**config.mk**
```make
export PLATFORM = sky130hd
export DESIGN_NAME = stage1_translation_control_regs
export DESIGN_NICKNAME = d
export VERILOG_FILES = /design/src/walk_ctrl_pkg.sv /design/src/stage1_translation_control_regs.sv
export VERILOG_INCLUDE_DIRS = /design/src
export SDC_FILE = /design/constraint.sdc
export NUM_CORES = 1
export LEC_CHECK = 0
export ABC_CLOCK_PERIOD_IN_PS = 13900
export BUFFER_PORTS_ARGS = -buffer_cell sky130_fd_sc_hd__clkbuf_2
export CORE_MARGIN = 2
export CORE_UTILIZATION = 50
export DETAILED_ROUTE_END_ITERATION = 10
export HOLD_SLACK_MARGIN = 0.15
export PLACE_DENSITY = 0.88
export SLEW_MARGIN = 20
export SYNTH_ARGS = -nofsm -noshare
export SYNTH_HDL_FRONTEND = slang
export SYNTH_SLANG_ARGS = --single-unit
```
**constraint.sdc**
```tcl
create_clock -name ref_clk_in -period 13.9 [get_ports ref_clk_in]
set_input_delay 2.78 -clock ref_clk_in [delete_from_list [all_inputs] [get_ports ref_clk_in]]
set_output_delay 2.78 -clock ref_clk_in [all_outputs]
set_load 0.03 [all_outputs]
```
**src/walk_ctrl_map.svh**
```systemverilog
`ifndef WALK_CTRL_MAP_SVH
`define WALK_CTRL_MAP_SVH
// register offsets on the plain register port (64-bit words split into halves)
`define OFF_HYP_CTRL_LO   4'h0
`define OFF_HYP_CTRL_HI   4'h1
`define OFF_MON_CTRL      4'h2
`define OFF_KLTB_LO       4'h3
`define OFF_KLTB_HI       4'h4
`define OFF_HLTB_LO       4'h5
`define OFF_HLTB_HI       4'h6
`define OFF_CONFIG        4'h7
// field positions
`define HPD_BIT           24
`define HD_BIT_HYP        22
`define HA_BIT_HYP        21
`define HD_BIT_HOST       40
`define HA_BIT_HOST       39
`define PS_LSB            16
`define TG_LSB            14
`define SH_LSB            12
`define ADDRESS_SPACE_ID_LSB          48
`define BASE_LSB          2
`define HBASE_LSB         1
`define DESC_APT0_BIT     61
`define DESC_PXNT_BIT     59
// config register bits
`define CFG_E2H_BIT       0
`define CFG_HYP_IMPL_BIT  1
// reset value chosen for the architecturally unknown fields
`define RST_VAL64         64'h0000_0000_0000_0000
`endif

```
**src/walk_ctrl_pkg.sv**
```systemverilog
package walk_ctrl_pkg;
   typedef enum logic [1:0] {GRAN_4K, GRAN_64K, GRAN_16K, GRAN_RSVD} granule_t;
   typedef enum logic [1:0] {SH_NON, SH_RSVD, SH_OUTER, SH_INNER} share_t;
   typedef logic [63:0] word64_t;
endpackage

```
**src/stage1_translation_control_regs.sv**
```systemverilog
`timescale 1ns/1ps
`include "walk_ctrl_map.svh"
module stage1_translation_control_regs #(
   parameter bit HD_IMPL = 1'b1,
   parameter bit HA_IMPL = 1'b1
) (
   input  wire logic                    ref_clk_in,
   input  wire logic                    rst_in,
   input  wire logic [3:0]              addr_in,
   input  wire logic [31:0]             wdata_in,
   input  wire logic                    wr_in,
   input  wire logic                    rd_in,
   output logic      [31:0]             rdata_out,
   input  wire logic                    address_space_id_source_select_in,
   input  wire logic [15:0]             kernel_high_address_space_id_in,
   input  wire logic                    monitor_walk_in,
   input  wire logic [63:0]             next_desc_in,
   output logic [63:0]                  walk_desc_out,
   output logic [63:0]                  walk_base_out,
   output logic [15:0]                  walk_address_space_id_out,
   output logic                         walk_shared_tlb_out,
   output logic                         walk_hpd_out,
   output logic                         walk_af_update_out,
   output logic                         walk_dirty_update_out,
   output logic [2:0]                   walk_phys_addr_size_out,
   output walk_ctrl_pkg::granule_t      walk_granule_out,
   output walk_ctrl_pkg::share_t        walk_shareability_out,
   output logic                         walk_cfg_reserved_out
);
   import walk_ctrl_pkg::*;

   word64_t     hyp_walk_control_ff;
   logic [31:0] monitor_walk_control_ff;
   word64_t     kernel_low_table_base_ff;
   word64_t     hyp_low_table_base_ff;
   logic        host_sel_ff;
   logic        hyp_impl_ff;
   logic [31:0] nxt_rdata;
   logic [63:0] hyp_mask;
   logic [63:0] hyp_view;
   logic [63:0] hbase_mask;
   logic [63:0] mon_mask;
   logic        hyp_acc;

   // optional update bits are masked out per layout when HD_IMPL/HA_IMPL is clear, so they read zero
   function automatic logic [63:0] hyp_ctrl_mask(input logic host);
      logic [63:0] m;
      m = '1;
      if (host) begin
         m[`HD_BIT_HOST] = HD_IMPL;
         m[`HA_BIT_HOST] = HA_IMPL;
      end else begin
         m[`HD_BIT_HYP] = HD_IMPL;
         m[`HA_BIT_HYP] = HA_IMPL;
      end
      return m;
   endfunction

   assign hyp_mask   = hyp_ctrl_mask(host_sel_ff);
   // monitor layout shares the hyp-layout optional bit positions
   assign mon_mask   = hyp_ctrl_mask(1'b0);
   // host mode opens the address_space_id field; otherwise upper bits stay zero
   assign hbase_mask = host_sel_ff ? 64'hFFFF_FFFF_FFFF_FFFD : 64'h0000_FFFF_FFFF_FFFF;
   assign hyp_acc    = hyp_impl_ff;
   assign hyp_view   = hyp_acc ? (hyp_walk_control_ff & hyp_mask) : 64'h0;

   always_ff @(posedge ref_clk_in or posedge rst_in) begin
      if (rst_in) begin
         host_sel_ff <= 1'b0;
         hyp_impl_ff <= 1'b1;
      end else if (wr_in && addr_in == `OFF_CONFIG) begin
         host_sel_ff <= wdata_in[`CFG_E2H_BIT];
         hyp_impl_ff <= wdata_in[`CFG_HYP_IMPL_BIT];
      end
   end

   // unknown reset modelled as zero; software must program first
   always_ff @(posedge ref_clk_in or posedge rst_in) begin
      if (rst_in) begin
         hyp_walk_control_ff <= `RST_VAL64;
      end else if (wr_in && hyp_acc) begin
         if (addr_in == `OFF_HYP_CTRL_LO) begin
            hyp_walk_control_ff[31:0] <= wdata_in & hyp_mask[31:0];
         end else if (addr_in == `OFF_HYP_CTRL_HI) begin
            hyp_walk_control_ff[63:32] <= wdata_in & hyp_mask[63:32];
         end
      end
   end

   always_ff @(posedge ref_clk_in or posedge rst_in) begin
      if (rst_in) begin
         monitor_walk_control_ff <= 32'h0000_0000;
      end else if (wr_in && addr_in == `OFF_MON_CTRL) begin
         monitor_walk_control_ff <= wdata_in & mon_mask[31:0];
      end
   end

   always_ff @(posedge ref_clk_in or posedge rst_in) begin
      if (rst_in) begin
         kernel_low_table_base_ff <= `RST_VAL64;
      end else if (wr_in && addr_in == `OFF_KLTB_LO) begin
         kernel_low_table_base_ff[31:0] <= {wdata_in[31:2], 1'b0, wdata_in[0]};
      end else if (wr_in && addr_in == `OFF_KLTB_HI) begin
         kernel_low_table_base_ff[63:32] <= wdata_in;
      end
   end

   // misaligned low bits are stored as written and read back unchanged, except bit 1, which host mode clears
   always_ff @(posedge ref_clk_in or posedge rst_in) begin
      if (rst_in) begin
         hyp_low_table_base_ff <= `RST_VAL64;
      end else if (wr_in && hyp_acc && addr_in == `OFF_HLTB_LO) begin
         hyp_low_table_base_ff[31:0] <= wdata_in & hbase_mask[31:0];
      end else if (wr_in && hyp_acc && addr_in == `OFF_HLTB_HI) begin
         hyp_low_table_base_ff[63:32] <= wdata_in & hbase_mask[63:32];
      end
   end

   always_comb begin
      unique case (addr_in)
         `OFF_HYP_CTRL_LO: nxt_rdata = hyp_view[31:0];
         `OFF_HYP_CTRL_HI: nxt_rdata = hyp_view[63:32];
         `OFF_MON_CTRL:    nxt_rdata = monitor_walk_control_ff;
         `OFF_KLTB_LO:     nxt_rdata = kernel_low_table_base_ff[31:0];
         `OFF_KLTB_HI:     nxt_rdata = kernel_low_table_base_ff[63:32];
         `OFF_HLTB_LO:     nxt_rdata = hyp_acc ? (hyp_low_table_base_ff[31:0] & hbase_mask[31:0]) : 32'h0;
         `OFF_HLTB_HI:     nxt_rdata = hyp_acc ? (hyp_low_table_base_ff[63:32] & hbase_mask[63:32]) : 32'h0;
         `OFF_CONFIG:      nxt_rdata = {30'h0, hyp_impl_ff, host_sel_ff};
         default:          nxt_rdata = 32'h0;
      endcase
   end

   always_ff @(posedge ref_clk_in or posedge rst_in) begin
      if (rst_in) begin
         rdata_out <= 32'h0000_0000;
      end else begin
         rdata_out <= rd_in ? nxt_rdata : 32'h0000_0000;
      end
   end

   // walk-side view; registered since tlb may cache any of it anyway
   logic [63:0] ctl;
   logic [63:0] base;
   logic        hd_bit;
   logic        ha_bit;
   always_comb begin
      ctl    = monitor_walk_in ? {32'h0, monitor_walk_control_ff} : hyp_view;
      base   = host_sel_ff ? (hyp_low_table_base_ff & hbase_mask) : kernel_low_table_base_ff;
      if (host_sel_ff && !monitor_walk_in) begin
         hd_bit = ctl[`HD_BIT_HOST];
         ha_bit = ctl[`HA_BIT_HOST];
      end else begin
         hd_bit = ctl[`HD_BIT_HYP];
         ha_bit = ctl[`HA_BIT_HYP];
      end
   end

   always_ff @(posedge ref_clk_in or posedge rst_in) begin
      if (rst_in) begin
         walk_base_out           <= 64'h0;
         walk_address_space_id_out           <= 16'h0;
         walk_shared_tlb_out     <= 1'b0;
         walk_hpd_out            <= 1'b0;
         walk_af_update_out      <= 1'b0;
         walk_dirty_update_out   <= 1'b0;
         walk_phys_addr_size_out <= 3'h0;
         walk_granule_out        <= GRAN_4K;
         walk_shareability_out   <= SH_NON;
         walk_cfg_reserved_out   <= 1'b0;
         walk_desc_out           <= 64'h0;
      end else begin
         walk_base_out         <= {16'h0, base[47:`HBASE_LSB], 1'b0};
         walk_address_space_id_out         <= address_space_id_source_select_in ? kernel_high_address_space_id_in : base[63:`ADDRESS_SPACE_ID_LSB];
         walk_shared_tlb_out   <= base[0];
         walk_hpd_out          <= (host_sel_ff && !monitor_walk_in) ? 1'b0 : ctl[`HPD_BIT];
         walk_af_update_out    <= ha_bit;
         walk_dirty_update_out <= hd_bit & ha_bit;
         walk_phys_addr_size_out <= ctl[`PS_LSB+:3];
         walk_granule_out      <= granule_t'(ctl[`TG_LSB+:2]);
         walk_shareability_out <= share_t'(ctl[`SH_LSB+:2]);
         walk_cfg_reserved_out <= (ctl[`PS_LSB+:3] > 3'h2) || (ctl[`TG_LSB+:2] == 2'h3)
                                  || (ctl[`SH_LSB+:2] == 2'h1);
         walk_desc_out         <= next_desc_in;
         // hierarchical bits ignored: table access, priv and user xn cleared, nonsecure kept
         if ((host_sel_ff && !monitor_walk_in) ? 1'b0 : ctl[`HPD_BIT]) begin
            walk_desc_out[`DESC_APT0_BIT+1] <= 1'b0;
            walk_desc_out[`DESC_APT0_BIT]   <= 1'b0;
            walk_desc_out[`DESC_APT0_BIT-1] <= 1'b0;
            walk_desc_out[`DESC_PXNT_BIT]   <= 1'b0;
         end
      end
   end
endmodule

```
# Word-level counts from Yosys, hierarchy flattened
# Index checks and enable logic that the tools add are counted.
# totals
mem_count,0
out_inout_bits,188
latch_bits,0
wordCells,69
ram_bits,0
romBits,0
regBits,396
# op_classes
eq_ne,9
add_sub_neg,0
order_cmp,1
div_mod_pow,0
shift,0
bitwise_logic,9
mux,13
n_mul,0
reduce_logical,16
# op_table
cell,n
case mux 32 bit (8 select lines),1
two-way mux 64 bit,3
bitwise AND 32 bit,4
two-way mux 32 bit,3
bitwise AND 64 bit,1
two-way mux 41 bit,1
"== test 4 x 3 -> 1 bit, second input constant",4
two-way mux 16 bit,1
"== test 4 x 2 -> 1 bit, second input constant",2
logical AND 1 bit,8
AND reduction 2 bit,3
"== test 4 x 1 -> 1 bit, second input constant",1
zero test 4 bit,1
two-way mux 4 bit,1
"> comparator 3 x 2 -> 1 bit, second input constant",1
two-way mux 1 bit,3
inverter 1 bit,3
AND reduction 3 bit,1
"== test 2 x 1 -> 1 bit, second input constant",1
"== test 2 bit, second input constant",1
logical OR 1 bit,2
bitwise AND 1 bit,1
zero test 1 bit,1

# Depth between registers and ports, before layout
# depth
ltp_word,5
ltp_mapped,7
depth_no_buf,4

# Worst setup path before layout
# No wires, ideal clock.
# synth_timing
path_kind,input to register
from,input port addr_in[3]
to,register hyp_low_table_base_ff[10]
cell_stages,6
slack_ns,9.770
arrival_ns,4.005
cell_sequence,and4bb_2 -> buf_2 -> and3_1 -> buf_2 -> buf_2 -> mux2_2
# synth_via
elab_chain_len,2
# synth_lines
item,line_no,rtl
start: declaration,stage1_translation_control_regs.sv:9,"input wire logic [3:0] addr_in,"
== test 4 x 3 -> 1 bit,n/a,
logical AND 1 bit (no source line),n/a,
end signal: assignment,stage1_translation_control_regs.sv:111,hyp_low_table_base_ff <= `RST_VAL64;
end signal: assignment,stage1_translation_control_regs.sv:113,hyp_low_table_base_ff[31:0] <= wdata_in & hbase_mask[31:0];
end: declaration,stage1_translation_control_regs.sv:35,word64_t hyp_low_table_base_ff;
# Every way passes these cells.
# A chain may end at the register's enable or synchronous reset.

# Final worst setup path
# layout_timing
from,input port addr_in[0]
to,register hyp_walk_control_ff[50]
# layout_via
elab_chain_len,3
# layout_lines
item,line_no,rtl
zero test 4 bit,n/a,
inverter 1 bit (no source line),n/a,
AND reduction 3 bit (no source line) (*),n/a,
end signal: assignment,stage1_translation_control_regs.sv:80,hyp_walk_control_ff <= `RST_VAL64;
end signal: assignment,stage1_translation_control_regs.sv:85,hyp_walk_control_ff[63:32] <= wdata_in & hyp_mask[63:32];
end: declaration,stage1_translation_control_regs.sv:32,word64_t hyp_walk_control_ff;
# Mark *: on every way between the ends. The rest lies on a longest branch, timed or not.

==> run summary <==
vias in the first global route: 11100
TNS Setup: 0 ns
Final WS setup: 8.46 ns
Post CTS Setup Buffer Count: 0
max_cap viols: 0
reg2reg start: hyp_acc$_DFFE_PP1P_
critical path class: input port to flip-flop
CTS hold repair buffers: 0
# nets final: 1508
synth top area cells: dfrtp_1 (62%), mux2_2 (19%), mux2_4 (2.8%), nand2_1 (2.4%), a22o_1 (1.7%)
Distinct cells, synth: 45
path depth of the worst reg2reg path: 4
leading cell type in the layout, fill and taps excluded: dfrtp_1
WHS Path Cells: 2
Main synth FF type: dfrtp_1
GR Overflow Total: 0
Power Dens Cells: 171 nW/um^2
quantity of gates resized following cts: 0
Yosys reg bits: 396
startpoint types: input port
commonest cells after routing, fill and taps aside: dfrtp_1 (394), clkbuf_2 (292), mux2_2 (269)
Clock transition at path regs: 0.06 ns
Core ar.: 31400 um^2
# IOs: 310
Vias/cell: 5.72
Layout Skew: 0.0197 ns
R2R Path End: hyp_walk_control_ff[50]$_DFFE_PP0P_
clock root buffer: clkbuf_16
DR pass1 iterations: 6
unrepaired setup endpoints after global routing: no
Post-synth EDFFs: 0
CP cell instances: clkbuf_2, and4bb_2, nand3b_1, buf_4, mux2_2
Max Root-Sink Buffers: 3
cts bufs inserted: 41
Rows: 65
max-slew violations: 0
Total GRT Usage: 24.2%
Hold Path Origin: hyp_low_table_base_ff[48]$_DFFE_PP0P_
proportion of layout cells with a drive suffix above 1: 48.7%
Ys Warns: 0
die extent in x: 182 um
worst path required time: 14.32 ns
Least-Margin Pin Slew: 1.10 ns
port bufs: 292
clk sinks: 396
Cells after Synth: 1108
drt first-iter violations: 843
Synth async-reset ratio: 100%
total leakage power: 0.00932 uW
Clk Latency, worst-skew pair: 0.54 ns
DRT Wirelength: 39900 um
hold endpoint: hyp_low_table_base_ff[48]$_DFFE_PP0P_
Die Y: 182 um
Worst Hold Class: flip-flop to flip-flop
Synth Area per Inst: 14.3 um^2
maximum VDD drop: 0.0923 mV
routed len/inst: 21.9 um
sequential area share after synthesis: 62.5%
Vias: 10400
Slowest cell on crit path: and4bb_2
Finished Layout Cells: 1821
CP Capture Type: flip-flop
DRT antenna net count: 0
min cycle time layout: 5.44 ns
CTS tree: done
Finished Core Util: 60.5%
synthesized area: 15800 um^2
first-pass GRT wire length: 62200 um
DRC violations left: 0
H-Tree Depth: 2
routability cong.: 0.804
cell taking the most area after synthesis: dfrtp_1
Die ar.: 33100 um^2
worst rel slew slack: 26.1%
reg2reg setup slack: 10.55 ns
Hold Vio Cnt, Final: 0
top cell type's share of synthesized area: 62.4%
outcome: completed
placed cells: 1744
CP Max Fanout: 34
initial antenna violation count: 3
Critical Path Max Stage Delay: 0.97 ns
starting density of the core: 50.5%
largest net degree at the start of global routing: 194
Max Fclk: 184 MHz
CP arrival: 5.86 ns
HPWL Detailed: 25000 um
Setup Viol. Count Final: 0
area delta synth->final: 19.9%
dpl ws: 7.96 ns
Tcrit/Tclk final: 39.1%
## sequential cells by signal (all words and copies together), names as in the netlist
signal and cells:
host_sel_ff 1, hyp_acc 1, hyp_low_table_base_ff 64, hyp_walk_control_ff 64
kernel_low_table_base_ff 63, monitor_walk_control_ff 32, rdata_out 32, walk_address_space_id_out 16
walk_af_update_out 1, walk_base_out 47, walk_cfg_reserved_out 1, walk_desc_out 64
walk_dirty_update_out 1, walk_granule_out 2, walk_hpd_out 1, walk_phys_addr_size_out 3
walk_shareability_out 2, walk_shared_tlb_out 1
## report_power, final
| part | internal [uW] | total, uW | switching (uW) | leakage (uW) |
|---|---|---|---|---|
| Clock | 683 | 1130 | 449 | 0.000708 |
| Sequential | 1360 | 1490 | 134 | 0.00504 |
| Combinational | 267 | 624 | 357 | 0.00357 |
## logic make-up (layout without fill, tap and decap cells)
logic type | Yosys count | after routing | share of synthesized area, %
and+or+nand+nor | 143 | 143 | 4.36
other | 1 | 20 | 0.0237
DFF | 396 | 396 | 62.5
buffers and inverters | 93 | 385 | 3.05
AOI/OAI and AO/OA | 158 | 158 | 6.93
muxes | 317 | 317 | 23.1
## area by class of cell
type / count / area [um^2]
Fill cell: 2338 / 12400
Sequential cell: 396 / 9910
Multi-Input combinational cell: 636 / 5540
Timing Repair Buffer: 307 / 1610
Clock buffer: 58 / 1210
Tap cell: 402 / 503
Clock inverter: 16 / 210
Inverter: 4 / 22.5
Antenna cell: 2 / 5.00
## critical path: cells and delay by family
family | cells | cell delay (ns)
simple gates | 2 | 1.69
mux | 1 | 0.31
buf+inv | 2 | 1.05
## metrics by stage
stage                     hold slack [ns]  cell area [um^2]  power, uW
final                               0.505             19000       3250
after global routing                0.516             19000       3380
after CTS                           0.505             19000       3270
after detailed placement            0.492             17600       2130
after global placement              0.481             17600       2100
after floorplan                     0.471             15900       1920
## cell usage after synthesis, types with 2 or more instances
| master | instances |
|---|---|
| a21oi_1 | 18 |
| a222oi_1 | 15 |
| a22o_1 | 30 |
| a22oi_1 | 30 |
| a31oi_1 | 18 |
| a32oi_1 | 2 |
| and2_1 | 5 |
| and3_1 | 3 |
| buf_1 | 4 |
| buf_2 | 35 |
| buf_4 | 18 |
| buf_6 | 3 |
| clkbuf_1 | 29 |
| dfrtp_1 | 395 |
| inv_1 | 4 |
| mux2_1 | 2 |
| mux2_2 | 269 |
| mux2_4 | 30 |
| mux2i_1 | 16 |
| nand2_1 | 100 |
| nand2b_1 | 4 |
| nand3_1 | 6 |
| nand3b_1 | 3 |
| nand4_1 | 2 |
| nor2_1 | 5 |
| nor2b_1 | 3 |
| o21ai_0 | 41 |
## metal layers
metal  GRT usage (%)  up-vias  wire, um
li1                -     4510         -
met1            30.5     5268     15600
met2            39.9      536     19600
met3            5.07      110      3000
met4            11.9        0      1740
met5               0        -         0
## worst max path at each step
stage,start,to,slack (ns),depth (start not counted)
floorplan,rst_in,host_sel_ff$_DFFE_PP0P_,0.11,1
global placement,addr_in[0],hyp_walk_control_ff[55]$_DFFE_PP0P_,8.03,5
detailed placement,addr_in[0],hyp_walk_control_ff[50]$_DFFE_PP0P_,7.96,5
CTS,addr_in[0],hyp_walk_control_ff[54]$_DFFE_PP0P_,8.50,5
global route,addr_in[0],hyp_walk_control_ff[50]$_DFFE_PP0P_,8.33,5
finish,addr_in[0],hyp_walk_control_ff[50]$_DFFE_PP0P_,8.46,5
(Power assumes the default switching activity.)
